$ cat src/shared/sfp_regs.vh
// constants for the serial flash protection and command front end
`ifndef SFP_REGS_VH
`define SFP_REGS_VH

// timing
`define SFP_CLK_PERIOD_NS 50
`define SFP_UNLOCK_WAIT_NS 100000
`define SFP_UNLOCK_WAIT_CYC (`SFP_UNLOCK_WAIT_NS / `SFP_CLK_PERIOD_NS)

// synchroniser bit positions and idle value
`define SFP_PIN_CS 5
`define SFP_PIN_SCK 4
`define SFP_PIN_IDLE 6'h20

// protection storage
`define SFP_GROUPS 512
`define SFP_GROUP_LSB 16
`define SFP_GROUP_MSB 24
`define SFP_PWD_RST 64'hffff_ffff_ffff_ffff
`define SFP_PWD_BYTES 4'h8

// bank register fields
`define SFP_BANK_EXT_BIT 7
`define SFP_BANK_RST 8'h00
`define SFP_BANK_SEL_MASK 8'h7f

// status byte fields
`define SFP_STAT_WIP 0
`define SFP_STAT_PERR 1
`define SFP_STAT_PROTE 2

// continuation mode nibble
`define SFP_CONT_MODE 4'ha

// opcodes
`define SFP_OP_READ 8'h03
`define SFP_OP_READ4 8'h13
`define SFP_OP_FRD 8'h0b
`define SFP_OP_FRD4 8'h0c
`define SFP_OP_FRDO 8'h3b
`define SFP_OP_FRDO4 8'h3c
`define SFP_OP_FRDIO 8'hbb
`define SFP_OP_FRDIO4 8'hbc
`define SFP_OP_FRQO 8'h6b
`define SFP_OP_FRQO4 8'h6c
`define SFP_OP_FRQIO 8'heb
`define SFP_OP_FRQIO4 8'hec
`define SFP_OP_FRDTR 8'h0d
`define SFP_OP_FRDTR4 8'h0e
`define SFP_OP_FRQDTR 8'hed
`define SFP_OP_FRQDTR4 8'hee
`define SFP_OP_PP 8'h02
`define SFP_OP_PP4 8'h12
`define SFP_OP_PPQ 8'h32
`define SFP_OP_PPQ4 8'h34
`define SFP_OP_SER 8'h20
`define SFP_OP_SERA 8'hd7
`define SFP_OP_SER4 8'h21
`define SFP_OP_BER32 8'h52
`define SFP_OP_BER32_4 8'h5c
`define SFP_OP_BER64 8'hd8
`define SFP_OP_BER64_4 8'hdc
`define SFP_OP_RDDYB 8'hfa
`define SFP_OP_RDDYB4 8'he0
`define SFP_OP_WRDYB 8'hfb
`define SFP_OP_WRDYB4 8'he1
`define SFP_OP_RDPPB 8'hfc
`define SFP_OP_RDPPB4 8'he2
`define SFP_OP_PGPPB 8'hfd
`define SFP_OP_PGPPB4 8'he3
`define SFP_OP_ERPPB 8'he4
`define SFP_OP_CLRLOCK 8'ha6
`define SFP_OP_UNLOCK 8'he9
`define SFP_OP_PGPWD 8'he8
`define SFP_OP_RDPWD 8'he7
`define SFP_OP_EN4B 8'hb7
`define SFP_OP_EX4B 8'h29
`define SFP_OP_WRBANK 8'h17
`define SFP_OP_RDSR 8'h05
`define SFP_OP_CLSR 8'h30
`define SFP_OP_SRST 8'h99

`endif

$ cat src/hdl/sfp_front.v
// serial flash command front end with sector protection and password unlock
`timescale 1ns/100ps
`default_nettype none
`include "sfp_regs.vh"

// Functional notes
// a group is unprotected only when its persistent and dynamic bits are both one
// dynamic bits return to unprotected on power-up, hardware or software reset
// persistent bits cannot change while the lock bit is zero; dynamic bits always can
// persistent mode: lock bit set at power-up and hardware reset, kept by software reset
// clear-lock command clears the lock bit; nothing sets it again until reset
// password mode: lock bit cleared at reset, set only by a correct 64-bit unlock
// password has its own storage, program and read commands, factory value all ones
// password program and read are ignored once the region lock is programmed
// password programming only clears bits; a one over a zero stays zero, no error
// wrong password sets program and protection error flags, lock bit stays zero
// failed unlock keeps write-in-progress high about 100 us; correct one adds no delay
// 8-bit instruction, msb first bits, msb first address bytes, incrementing data bytes
// inputs sampled on rising clock edge, on both edges in double-rate mode
// each command is an instruction byte, then 24 or 32 bit address, dummy, data
// the instruction chooses one, two or four bits per address and data transfer
// continuation mode bits let the next command skip its instruction byte
// while busy, array reads and most commands are ignored
// the host should poll write-in-progress before issuing commands while busy
// host drives select, clock and input; device drives output and shares quad lines
// select low frames a command; rising off a byte boundary rejects it; page program has already written each complete byte
// extended bit or 4-byte mode makes standard instructions take a 32-bit address
// in 3-byte addressing the bank register gives the high address byte, reset bank 0
// reads stream across banks to array end; bank register never updated by a read
// persistent bits program to zero singly and erase to one all together
// program or erase to a protected group leaves the array and sets both error flags
module sfp_front (
  input wire ref_clk,
  input wire rst,
  input wire chipEnN,
  input wire serialClk,
  input wire [3:0] ioIn,
  output reg [3:0] ioOut,
  output reg [3:0] ioOe,
  input wire passwordModeSel,
  input wire pwdRegionLockN,
  input wire [3:0] dummyCycles,
  input wire arrBusy,
  input wire [7:0] arrRdData,
  output reg [31:0] arrAddr,
  output reg [7:0] arrWrData,
  output reg arrWrStb,
  output reg arrEraseStb,
  output reg [7:0] arrEraseOp,
  output reg writeInProgress,
  output reg programErrorFlag,
  output reg protectionErrorFlag,
  output reg persistentLockBit,
  output reg addr4Mode
);

  localparam [2:0] ST_IDLE = 3'd0, ST_INST = 3'd1, ST_ADDR = 3'd2, ST_DUMMY = 3'd3;
  localparam [2:0] ST_IN = 3'd4, ST_OUT = 3'd5, ST_IGN = 3'd6;
  localparam [4:0] K_NONE = 5'd0, K_READ = 5'd1, K_FREAD = 5'd2, K_PROG = 5'd3, K_ERASE = 5'd4;
  localparam [4:0] K_RDDYB = 5'd5, K_WRDYB = 5'd6, K_RDPPB = 5'd7, K_PGPPB = 5'd8, K_ERPPB = 5'd9;
  localparam [4:0] K_CLRLOCK = 5'd10, K_UNLOCK = 5'd11, K_PGPWD = 5'd12, K_RDPWD = 5'd13;
  localparam [4:0] K_EN4B = 5'd14, K_EX4B = 5'd15, K_WRBANK = 5'd16, K_RDSR = 5'd17, K_CLSR = 5'd18, K_SRST = 5'd19;
  localparam [31:0] THR_CYC = `SFP_UNLOCK_WAIT_CYC;

  reg [5:0] pinS1_q, pinS2_q, pinS3_q, pinF_q, pinP_q;
  reg [2:0] state_q;
  reg [4:0] opKind_q;
  reg [7:0] opcode_q;
  reg [2:0] opBwA_q, opBwD_q;
  reg opDtr_q, addr32_q, cont_q, modeCont_q, mode4_q;
  reg [31:0] sh_q;
  reg [6:0] cnt_q;
  reg [2:0] tot_q;
  reg [3:0] dum_q, byteCnt_q, outCnt_q;
  reg [7:0] outSh_q, dat_q, bank_q;
  reg [63:0] pwd_q, pwdBuf_q;
  reg [`SFP_GROUPS-1:0] ppb_q, dyb_q;
  reg [11:0] thrCnt_q;

  // a pin bit moves only once the second and third stages agree
  wire [5:0] pinAgree = ~(pinS2_q ^ pinS3_q);
  wire [5:0] pinNext = (pinAgree & pinS2_q) | (~pinAgree & pinF_q);
  wire sckRise = pinF_q[`SFP_PIN_SCK] & ~pinP_q[`SFP_PIN_SCK];
  wire sckFall = ~pinF_q[`SFP_PIN_SCK] & pinP_q[`SFP_PIN_SCK];
  wire csRise = pinF_q[`SFP_PIN_CS] & ~pinP_q[`SFP_PIN_CS];
  wire csFall = ~pinF_q[`SFP_PIN_CS] & pinP_q[`SFP_PIN_CS];
  wire [3:0] ioS = pinF_q[3:0];
  wire sampleEdge = sckRise | (opDtr_q & sckFall);
  wire driveEdge = sckFall | (opDtr_q & sckRise);
  wire [8:0] grp = arrAddr[`SFP_GROUP_MSB:`SFP_GROUP_LSB];
  wire unprot = ppb_q[grp] & dyb_q[grp];
  wire [2:0] bwCur = (state_q == ST_IN || state_q == ST_OUT) ? opBwD_q : opBwA_q;
  wire [6:0] cntNew = cnt_q + {4'h0, bwCur};
  wire [6:0] addrBits = addr32_q ? 7'd32 : 7'd24;

  reg [31:0] shNew;
  always @* begin
    case (bwCur)
      3'd4: shNew = {sh_q[27:0], ioS};
      3'd2: shNew = {sh_q[29:0], ioS[1:0]};
      default: shNew = {sh_q[30:0], ioS[0]};
    endcase
  end

  reg [4:0] dKind;
  reg [2:0] dBwA, dBwD;
  reg d4B, dDtr;
  always @* begin
    dKind = K_NONE;
    dBwA = 3'd1;
    dBwD = 3'd1;
    d4B = 1'b0;
    dDtr = 1'b0;
    case (shNew[7:0])
      `SFP_OP_READ4, `SFP_OP_FRD4, `SFP_OP_FRDO4, `SFP_OP_FRDIO4, `SFP_OP_FRQO4, `SFP_OP_FRQIO4,
      `SFP_OP_FRDTR4, `SFP_OP_FRQDTR4, `SFP_OP_PP4, `SFP_OP_PPQ4, `SFP_OP_SER4, `SFP_OP_BER32_4,
      `SFP_OP_BER64_4, `SFP_OP_RDDYB4, `SFP_OP_WRDYB4, `SFP_OP_RDPPB4, `SFP_OP_PGPPB4: d4B = 1'b1;
      default: d4B = 1'b0;
    endcase
    case (shNew[7:0])
      `SFP_OP_READ, `SFP_OP_READ4: dKind = K_READ;
      `SFP_OP_FRD, `SFP_OP_FRD4: dKind = K_FREAD;
      `SFP_OP_FRDO, `SFP_OP_FRDO4: begin
        dKind = K_FREAD;
        dBwD = 3'd2;
      end
      `SFP_OP_FRDIO, `SFP_OP_FRDIO4: begin
        dKind = K_FREAD;
        dBwA = 3'd2;
        dBwD = 3'd2;
      end
      `SFP_OP_FRQO, `SFP_OP_FRQO4: begin
        dKind = K_FREAD;
        dBwD = 3'd4;
      end
      `SFP_OP_FRQIO, `SFP_OP_FRQIO4: begin
        dKind = K_FREAD;
        dBwA = 3'd4;
        dBwD = 3'd4;
      end
      `SFP_OP_FRDTR, `SFP_OP_FRDTR4: begin
        dKind = K_FREAD;
        dDtr = 1'b1;
      end
      `SFP_OP_FRQDTR, `SFP_OP_FRQDTR4: begin
        dKind = K_FREAD;
        dBwA = 3'd4;
        dBwD = 3'd4;
        dDtr = 1'b1;
      end
      `SFP_OP_PP, `SFP_OP_PP4: dKind = K_PROG;
      `SFP_OP_PPQ, `SFP_OP_PPQ4: begin
        dKind = K_PROG;
        dBwD = 3'd4;
      end
      `SFP_OP_SER, `SFP_OP_SERA, `SFP_OP_SER4, `SFP_OP_BER32, `SFP_OP_BER32_4, `SFP_OP_BER64,
      `SFP_OP_BER64_4: dKind = K_ERASE;
      `SFP_OP_RDDYB, `SFP_OP_RDDYB4: dKind = K_RDDYB;
      `SFP_OP_WRDYB, `SFP_OP_WRDYB4: dKind = K_WRDYB;
      `SFP_OP_RDPPB, `SFP_OP_RDPPB4: dKind = K_RDPPB;
      `SFP_OP_PGPPB, `SFP_OP_PGPPB4: dKind = K_PGPPB;
      `SFP_OP_ERPPB: dKind = K_ERPPB;
      `SFP_OP_CLRLOCK: dKind = K_CLRLOCK;
      `SFP_OP_UNLOCK: dKind = K_UNLOCK;
      `SFP_OP_PGPWD: dKind = K_PGPWD;
      `SFP_OP_RDPWD: dKind = K_RDPWD;
      `SFP_OP_EN4B: dKind = K_EN4B;
      `SFP_OP_EX4B: dKind = K_EX4B;
      `SFP_OP_WRBANK: dKind = K_WRBANK;
      `SFP_OP_RDSR: dKind = K_RDSR;
      `SFP_OP_CLSR: dKind = K_CLSR;
      `SFP_OP_SRST: dKind = K_SRST;
      default: dKind = K_NONE;
    endcase
    // status read stays available while busy so the host can poll
    if (writeInProgress && dKind != K_RDSR)
      dKind = K_NONE;
    if (!pwdRegionLockN && (dKind == K_PGPWD || dKind == K_RDPWD))
      dKind = K_NONE;
  end

  reg [7:0] srcByte, outByte;
  reg [3:0] outNib, oeMask;
  always @* begin
    case (opKind_q)
      K_RDDYB: srcByte = {8{dyb_q[grp]}};
      K_RDPPB: srcByte = {8{ppb_q[grp]}};
      K_RDPWD: srcByte = pwd_q[{byteCnt_q[2:0], 3'b000} +: 8];
      K_RDSR: srcByte = {5'h00, protectionErrorFlag, programErrorFlag, writeInProgress};
      default: srcByte = arrRdData;
    endcase
    outByte = (outCnt_q == 4'h0) ? srcByte : outSh_q;
    // single-bit reads leave on the output line, io1
    case (opBwD_q)
      3'd4: begin
        outNib = outByte[7:4];
        oeMask = 4'hf;
      end
      3'd2: begin
        outNib = {2'b00, outByte[7:6]};
        oeMask = 4'h3;
      end
      default: begin
        outNib = {2'b00, outByte[7], 1'b0};
        oeMask = 4'h2;
      end
    endcase
  end

  always @(posedge ref_clk) begin
    if (rst) begin
      pinS1_q <= `SFP_PIN_IDLE;
      pinS2_q <= `SFP_PIN_IDLE;
      pinS3_q <= `SFP_PIN_IDLE;
      pinF_q <= `SFP_PIN_IDLE;
      pinP_q <= `SFP_PIN_IDLE;
      state_q <= ST_IDLE;
      opKind_q <= K_NONE;
      opcode_q <= 8'h00;
      opBwA_q <= 3'd1;
      opBwD_q <= 3'd1;
      opDtr_q <= 1'b0;
      addr32_q <= 1'b0;
      cont_q <= 1'b0;
      modeCont_q <= 1'b0;
      mode4_q <= 1'b0;
      sh_q <= 32'h0000_0000;
      cnt_q <= 7'h00;
      tot_q <= 3'h0;
      dum_q <= 4'h0;
      byteCnt_q <= 4'h0;
      outCnt_q <= 4'h0;
      outSh_q <= 8'h00;
      dat_q <= 8'h00;
      bank_q <= `SFP_BANK_RST;
      pwd_q <= `SFP_PWD_RST;
      pwdBuf_q <= 64'h0000_0000_0000_0000;
      ppb_q <= {`SFP_GROUPS{1'b1}};
      dyb_q <= {`SFP_GROUPS{1'b1}};
      thrCnt_q <= 12'h000;
      ioOut <= 4'h0;
      ioOe <= 4'h0;
      arrAddr <= 32'h0000_0000;
      arrWrData <= 8'h00;
      arrWrStb <= 1'b0;
      arrEraseStb <= 1'b0;
      arrEraseOp <= 8'h00;
      writeInProgress <= 1'b0;
      programErrorFlag <= 1'b0;
      protectionErrorFlag <= 1'b0;
      persistentLockBit <= ~passwordModeSel;
      addr4Mode <= 1'b0;
    end else begin
      pinS1_q <= {chipEnN, serialClk, ioIn};
      pinS2_q <= pinS1_q;
      pinS3_q <= pinS2_q;
      pinF_q <= pinNext;
      pinP_q <= pinF_q;
      arrWrStb <= 1'b0;
      arrEraseStb <= 1'b0;
      if (arrWrStb)
        arrAddr <= arrAddr + 32'h1;
      if (thrCnt_q != 12'h000)
        thrCnt_q <= thrCnt_q - 12'h001;
      writeInProgress <= arrBusy | (thrCnt_q != 12'h000);
      addr4Mode <= bank_q[`SFP_BANK_EXT_BIT] | mode4_q;
      if (csFall) begin
        cnt_q <= 7'h00;
        tot_q <= 3'h0;
        dum_q <= 4'h0;
        byteCnt_q <= 4'h0;
        outCnt_q <= 4'h0;
        modeCont_q <= 1'b0;
        if (cont_q) begin
          state_q <= ST_ADDR;
        end else begin
          state_q <= ST_INST;
          opKind_q <= K_NONE;
          opBwA_q <= 3'd1;
          opDtr_q <= 1'b0;
        end
      end else if (csRise) begin
        state_q <= ST_IDLE;
        ioOe <= 4'h0;
        cont_q <= modeCont_q;
        // anything that acts on the whole frame runs only on a clean byte boundary
        if (tot_q == 3'h0) begin
          case (opKind_q)
            K_ERASE: begin
              if (unprot) begin
                arrEraseStb <= 1'b1;
                arrEraseOp <= opcode_q;
              end else begin
                programErrorFlag <= 1'b1;
                protectionErrorFlag <= 1'b1;
              end
            end
            K_WRDYB: if (byteCnt_q != 4'h0) dyb_q[grp] <= (dat_q == 8'hff);
            K_PGPPB: begin
              if (persistentLockBit) begin
                ppb_q[grp] <= 1'b0;
              end else begin
                programErrorFlag <= 1'b1;
                protectionErrorFlag <= 1'b1;
              end
            end
            K_ERPPB: begin
              if (persistentLockBit) begin
                ppb_q <= {`SFP_GROUPS{1'b1}};
              end else begin
                programErrorFlag <= 1'b1;
                protectionErrorFlag <= 1'b1;
              end
            end
            K_CLRLOCK: persistentLockBit <= 1'b0;
            K_UNLOCK: begin
              if (passwordModeSel && byteCnt_q == `SFP_PWD_BYTES) begin
                if (pwdBuf_q == pwd_q) begin
                  persistentLockBit <= 1'b1;
                end else begin
                  programErrorFlag <= 1'b1;
                  protectionErrorFlag <= 1'b1;
                  thrCnt_q <= THR_CYC[11:0];
                end
              end
            end
            K_EN4B: mode4_q <= 1'b1;
            K_EX4B: mode4_q <= 1'b0;
            K_WRBANK: if (byteCnt_q != 4'h0) bank_q <= dat_q;
            K_CLSR: begin
              programErrorFlag <= 1'b0;
              protectionErrorFlag <= 1'b0;
            end
            K_SRST: begin
              dyb_q <= {`SFP_GROUPS{1'b1}};
              bank_q <= `SFP_BANK_RST;
              mode4_q <= 1'b0;
            end
            default: ;
          endcase
        end
      end else if (!pinF_q[`SFP_PIN_CS]) begin
        case (state_q)
          ST_INST: if (sckRise) begin
            sh_q <= shNew;
            cnt_q <= cntNew;
            tot_q <= tot_q + 3'd1;
            if (cntNew == 7'd8) begin
              cnt_q <= 7'h00;
              opcode_q <= shNew[7:0];
              opKind_q <= dKind;
              opBwA_q <= dBwA;
              opBwD_q <= dBwD;
              opDtr_q <= dDtr;
              addr32_q <= d4B | bank_q[`SFP_BANK_EXT_BIT] | mode4_q;
              case (dKind)
                K_READ, K_FREAD, K_PROG, K_ERASE, K_RDDYB, K_WRDYB, K_RDPPB, K_PGPPB: state_q <= ST_ADDR;
                K_RDSR, K_RDPWD: state_q <= ST_OUT;
                K_WRBANK, K_UNLOCK, K_PGPWD: state_q <= ST_IN;
                default: state_q <= ST_IGN;
              endcase
            end
          end
          ST_ADDR: if (sampleEdge) begin
            sh_q <= shNew;
            cnt_q <= cntNew;
            tot_q <= tot_q + bwCur;
            if (cntNew == addrBits) begin
              cnt_q <= 7'h00;
              arrAddr <= addr32_q ? shNew : {bank_q & `SFP_BANK_SEL_MASK, shNew[23:0]};
              case (opKind_q)
                K_FREAD: state_q <= (dummyCycles == 4'h0) ? ST_OUT : ST_DUMMY;
                K_READ, K_RDDYB, K_RDPPB: state_q <= ST_OUT;
                K_PROG, K_WRDYB: state_q <= ST_IN;
                default: state_q <= ST_IGN;
              endcase
            end
          end
          ST_DUMMY: if (sckRise) begin
            sh_q <= shNew;
            cnt_q <= cntNew;
            dum_q <= dum_q + 4'h1;
            // mode bits are the first dummy byte and count toward the dummy cycles
            if (cntNew == 7'd8)
              modeCont_q <= (opBwA_q == 3'd4) && (shNew[7:4] == `SFP_CONT_MODE);
            if (dum_q + 4'h1 == dummyCycles)
              state_q <= ST_OUT;
          end
          ST_IN: if (sampleEdge) begin
            sh_q <= shNew;
            cnt_q <= cntNew;
            tot_q <= tot_q + bwCur;
            if (cntNew[2:0] == 3'h0) begin
              cnt_q <= 7'h00;
              if (byteCnt_q != 4'hf)
                byteCnt_q <= byteCnt_q + 4'h1;
              case (opKind_q)
                K_PROG: begin
                  // each byte goes out as soon as complete; a trailing partial byte is dropped
                  if (unprot) begin
                    arrWrData <= shNew[7:0];
                    arrWrStb <= 1'b1;
                  end else begin
                    programErrorFlag <= 1'b1;
                    protectionErrorFlag <= 1'b1;
                  end
                end
                K_WRDYB, K_WRBANK: dat_q <= shNew[7:0];
                K_UNLOCK: pwdBuf_q <= {shNew[7:0], pwdBuf_q[63:8]};
                K_PGPWD: if (byteCnt_q < `SFP_PWD_BYTES)
                  pwd_q[{byteCnt_q[2:0], 3'b000} +: 8] <= pwd_q[{byteCnt_q[2:0], 3'b000} +: 8] & shNew[7:0];
                default: ;
              endcase
            end
          end
          ST_OUT: if (driveEdge) begin
            ioOut <= outNib;
            ioOe <= oeMask;
            outSh_q <= outByte << bwCur;
            outCnt_q <= ((outCnt_q == 4'h0) ? 4'h8 : outCnt_q) - {1'b0, bwCur};
            if (outCnt_q == 4'h0) begin
              byteCnt_q <= byteCnt_q + 4'h1;
              // reads walk straight across banks; the bank register is left alone
              if (opKind_q == K_READ || opKind_q == K_FREAD)
                arrAddr <= arrAddr + 32'h1;
            end
          end
          ST_IGN: if (sampleEdge) tot_q <= tot_q + bwCur;
          default: ;
        endcase
      end
    end
  end

endmodule
`default_nettype wire

$ cat config.mk
export PLATFORM = sky130hd
export DESIGN_NAME = sfp_front
export DESIGN_NICKNAME = d
export VERILOG_FILES = /design/src/hdl/sfp_front.v
export VERILOG_INCLUDE_DIRS = /design/src /design/src/shared
export SDC_FILE = /design/constraint.sdc
export NUM_CORES = 2
export LEC_CHECK = 0
export BUFFER_PORTS_ARGS = -buffer_cell sky130_fd_sc_hd__buf_2
export CORE_UTILIZATION = 28
export DETAILED_ROUTE_END_ITERATION = 10
export GPL_ROUTABILITY_DRIVEN = 0
export MAX_ROUTING_LAYER = met4
export PLACE_DENSITY = 0.51
export SLEW_MARGIN = 25
export SYNTH_ARGS = -nofsm -noshare
export SYNTH_HDL_FRONTEND = slang
export SYNTH_SLANG_ARGS = --single-unit
$ cat constraint.sdc
create_clock -name ref_clk -period 4.7 [get_ports ref_clk]
set_input_delay 0.235 -clock ref_clk [delete_from_list [all_inputs] [get_ports ref_clk]]
set_output_delay 0.235 -clock ref_clk [all_outputs]
set_load 0.1 [all_outputs]
* Word-level counts from Yosys, hierarchy flattened
Memories as Yosys holds them, arrays and structs flattened.
Cells that the tools add are included.
** Operators by class
- Add/subtract/negate cells :: 9
- $lt $le $gt $ge :: 3
- Eq/ne operators :: 121
- Shift operators :: 4
- Multiplexer cells :: 136
- Bitwise logic cells :: 35
- Reductions and logical operators :: 85
** Operator list (number)
- $pmux 512 s2 :: 2
- $mux 512 :: 3
- $and 512x512->512 :: 1
- $bwmux 512 :: 1
- $not 512->512 :: 1
- $mux 32 :: 10
- $eq 8x8->1 const B :: 25
- $pmux 32 s2 :: 2
- $pmux 5 s19 :: 1
- $mux 12 :: 7
- $bwmux 64 :: 1
- $eq 64x64->1 :: 1
- $eq 8x6->1 const B :: 8
- $shift 8x8->64 const A :: 1
- $shiftx 64x7->8 :: 1
- $shiftx 8x8->64 :: 1
- $mux 31 :: 2
- $pmux 31 s2 :: 1
- $mux 3 :: 20
- $eq 5x4->1 const B :: 10
- $mux 7 :: 7
- $mux 5 :: 9
- $mux 4 :: 10
- $mux 1 :: 38
- other kinds (81) :: 230
** Storage, ports and cells
- Flip-flop bits (word level) :: 1361
- ROM bits :: 96
- Input bits :: 23
- Output and inout bits :: 63
- Word-level logic and storage cells :: 435
- Memories :: 1
** Memories
- (name not given) :: depth 32, width 3, rd ports 1, clocked after memory_dff 0, wr ports 0, RTL line sfp_front.v:356 : case (dKind)

* Longest topological paths before layout
An unclocked memory read counts as a cell.
- Depth after elaboration :: 22
- Depth in mapped cells :: 21
- Mapped depth without buffers :: 15

* Worst setup path before layout
No wires, ideal clock.
- Kind :: register to register
- Start :: register arrAddr[16]
- End :: register outSh_q[7]
- Setup time :: 120 ps
- Arrival :: 4549 ps
- Data required time :: 4580 ps
- Setup slack :: 32 ps
- Cell stages (with the launch flop) :: 19
- Buffers on the path :: 7
- Period minus slack after synthesis :: 4668 ps
- Cell sequence :: dfxtp_1 > buf_6 > buf_8 > buf_12 > buf_8 > buf_8 > buf_6 > buf_2 > mux4_2 > a22oi_1 > a21oi_1 > nor4b_2 > nand4_1 > a31oi_4 > o22ai_4 > o41ai_4 > mux2_1 > nor4_1 > a211o_1
** Between the ends
- Cells in the longest elaborated chain, start to end :: 5
- Elaborated cells between the ends (all ways) :: 7
- Classes of those cells :: 1 x shift; 6 x mux
** Ends and longest elaborated chain
- start, declared :: RTL line sfp_front.v:45 : output reg [31:0] arrAddr,
- start signal, assigned :: RTL line sfp_front.v:262 : arrAddr <= arrAddr + 32'h1;
- start signal, assigned :: RTL line sfp_front.v:370 : arrAddr <= addr32_q ? shNew : {bank_q & `SFP_BANK_SEL_MASK, shNew[23:0]};
- start signal, assigned :: RTL line sfp_front.v:425 : arrAddr <= arrAddr + 32'h1;
- $bmux 1 s9, on equally long branches :: RTL line sfp_front.v:187, sfp_front.v:186
- $mux 1, on equally long branches :: RTL line sfp_front.v:187, sfp_front.v:186
- $pmux 8 s4 (*) :: RTL line sfp_front.v:185 : case (opKind_q)
- $mux 8 (*) :: RTL line sfp_front.v:192 : outByte = (outCnt_q == 4'h0) ? srcByte : outSh_q;
- $shl 8x3->8 (*) :: RTL line sfp_front.v:419 : outSh_q <= outByte << bwCur;
- end signal, assigned :: RTL line sfp_front.v:419
- end, declared :: RTL line sfp_front.v:75 : reg [7:0] outSh_q, dat_q, bank_q;
Every way passes the cells marked *; elsewhere a longest branch is shown, timed or not. The select of a mux whose other input is x is not followed.
A chain may end at the register's enable or synchronous reset.

* Worst setup path in the final report
Same ends and word-level chain as after synthesis.

==> impl_metrics.ini <==
[timing]
finalWorstSetupSlack_ns = 0.0733
fmaxAchievable_mhz = 216
tightest_slew_ns = 1.12
final_hold_viol_count = 0
finClkSkew_ns = 0.0405
max_slew_margin_pct = 25.3
finalCritPeriodShare_pct = 98.4
slew_viol_final = 0
rsz0062_at_grt = yes
setup_viol = 0
min_period_ns = 4.63

[floorplanning]
row_count = 170
fp.dieH_um = 468
die_w_um = 468
initial_core_util_pct = 28.3
boundaryPins = 86
die_area_sq_um = 219000
design.core.area_sq_um = 215000

[synth]
synthAdderAreaFrac_pct = 0.399
synth_mux_area_share_pct = 11.2
synth_top_cell_area_share_pct = 44.6
synth_ff_type = dfxtp_1
yosys_warnings = 0
avgSynthCellArea_sq_um = 8.46
synth_top_family_by_area = simple AND/OR/NAND/NOR gates
ys_top_cells_by_count = nand2_1 (1415), dfxtp_1 (1355), o21ai_0 (1106), nand3_1 (649), clkbuf_1 (549)
synthSimpleGateAreaFrac_pct = 19.6
synth_xor_area_share_pct = 2.24
synth_compound_area_share_pct = 16.9
synth_fp_nets = 7238
synth_area_leader_cell = dfxtp_1
synth-edff-count = 1
ys_seq_elements = 1356
synth.cell_area_sq_um = 60900
synth.area.top_cells = dfxtp_1 (45%), o21ai_0 (9.1%), nand2_1 (8.7%), nand3_1 (5.3%), mux4_2 (5.1%)
synth.most_common_cell = nand2_1
synth_cell_types = 95
yosysSeqAreaShare_pct = 44.6
async_flop_share_pct = 0
synth_cells = 7197

[pwr]
powerDensity_nw_per_um2 = 342
leakagePower_uw = 0.0220
ir_drop_v = 0.000377

[clocking]
ctsLongestPathBuffers = 3
root_buffer = clkbuf_16
cts_buffers = 148
cts_sinks = 1356
cts_tree = done
clk_pin_slew_ns = 0.06
clock_latency_ns = 0.81
post_cts_buffers = 0
cts_max_level = 4

[critical_path]
cp-start-kind = flop
crit_family = compound AO/OA/AOI/OAI gates
cp_max_fo = 14
worst_setup_path_end_kind = flop
critical_path_class = reg2reg
cp_cell_sequence = buf_12, buf_4, mux4_2, a22o_1, a221oi_1, o22ai_1, a211oi_1, and4_1, and3_1, o22ai_4, o41ai_4, mux2_1, nor4_1, a211o_1
cp.required_ns = 5.39
cp_slowest_stage_delay_ns = 0.64
cp.arrival_ns = 5.31
cp.depth = 14
crit_slowest_cell = dfxtp_4
timing.critical_path.buf_inv = 2
reg2reg_depth = 14

[global_route]
met1_usage_pct = 28.6
grt_overflow = 0
grt_pass1_wl_mm = 352
use_met2_pct = 33.0
grt_use_total_pct = 21.8
grt-busiest-layer = met2
grt_max_degree = 224
antenna_found_initial = 8
use_met3_pct = 3.81
grt_pass1_vias = 52021

[route]
wl_per_cell_um = 23.8
vias_per_cell = 5.53
drt_iter0_markers = 6389
routed-via-count = 55669
drt_first_pass_iters = 8
ant_nets = 0
drc_errors = 0
routed_wl_mm = 240

[placed_design]
portBuffers = 85
dp.cells = 9781
dp_slack_ns = 0.0837
postPlaceCellArea_sq_um = 65600
hpwl_mm = 153

[final_layout]
syn_to_final_growth_pct = 16.4
final_util_pct = 32.9
nFillCells = 22314
seqCellArea_sq_um = 27200
multiInputGateArea_sq_um = 31100
final_cells = 10068
drive_above_1_share_pct = 13.4
finalInstanceArea_sq_um = 70900
finalNetCount = 7148

[flow_run]
max_cap_violations = 0

[worst_hold_path]
hold_depth = 6
hold_class = in2reg

[status]
status = complete, no violations
==> flip-flops by register name, indices dropped and copies added (netlist names), 7 cells and up, named ones only <==
register,flops
dyb_q,512
ppb_q,512
pwdBuf_q,64
pwd_q,64
arrAddr,32
sh_q,31
thrCnt_q,12
arrEraseOp,8
arrWrData,8
bank_q,8
dat_q,8
opcode_q,8
outSh_q,8
cnt_q,7
==> worst min-delay path, stage by stage <==
cell and delay (ns):
buf_2 0.11, a21oi_1 0.06, o21ai_0 0.14, o21ai_0 0.10
o41a_1 0.12, o221ai_1 0.06
==> path summary, 6_finish.rpt <==
check,start,end,slack [ns]
worst max register to register,arrAddr[16],outSh_q[7],0.07
worst min register to register,ppb_q[511],ppb_q[511],0.44
worst max-delay path,arrAddr[16],outSh_q[7],0.07
worst min-delay path,arrRdData[5],outSh_q[6],0.06
==> where the power goes <==
part / switching (uW) / internal, uW
combinational: 362 / 177
sequential: 42.8 / 11500
clock: 5120 / 7000
total: 5520 / 18700
==> kinds of logic (layout without fill, tap and decap cells) <==
kind of cell,after synthesis,after routing
mux,452,452
simple gates,2736,2736
flops,1356,1356
compound gates,1757,1757
fa+ha+maj,19,19
xor+xnor,156,156
buf+inv,721,751
other cells,0,3
==> per-stage QoR <==
step | hold slack [ns] | setup TNS (ns) | total power, uW
global placement | 0.423 | -0.612 | 12400
floorplan | 0.339 | 0 | 12200
CTS | 0.0111 | 0 | 24400
finish | 0.0566 | 0 | 24200
global route | 0.0424 | -0.00758 | 25000
detailed placement | 0.433 | 0 | 12400
==> layer usage <==
| metal | part of all wire (%) | wire length (um) | vias up |
|---|---|---|---|
| li1 | - | - | 25232 |
| met1 | 43 | 104000 | 27371 |
| met2 | 44 | 106000 | 2533 |
| met3 | 8.0 | 19100 | 533 |
| met4 | 4.3 | 10400 | 0 |
| met5 | 0 | 0 | - |
==> layout by cell type (no fill, tap or decap), drive strengths merged, types with 17 or more instances in the layout <==
master / count
xor2: 40
nor3: 59
nand2: 1415
o21ai: 1108
nand3: 649
inv: 37
ha: 17
nor2b: 48
dfxtp: 1355
a211oi: 49
o221ai: 26
nand2b: 30
nor2: 349
mux4: 172
o211ai: 23
a211o: 65
buf: 438
mux2: 22
nand4: 50
nor4: 31
a21oi: 181
clkbuf: 219
o22ai: 25
a222oi: 25
xnor2: 116
mux2i: 258
clkinv: 32
a31oi: 21
a22oi: 106
==> final cells by class <==
class	count	share of cell area, %
repair buffers	449	5.42
flip-flops and latches	1356	38.3
well taps	2838	5.01
clock buffers	219	6.07
clock inverters	51	1.00
diodes	3	0.0106
inverters	32	0.170
multi-input cells	5120	44.0
==> timing repair <==
item	CTS	global route
endpoints found under the hold margin	53	0
setup endpoints to repair	0	7
resized for setup	0	5
hold buffers	11	0
Note: power is estimated with default switching activity, not from simulation.
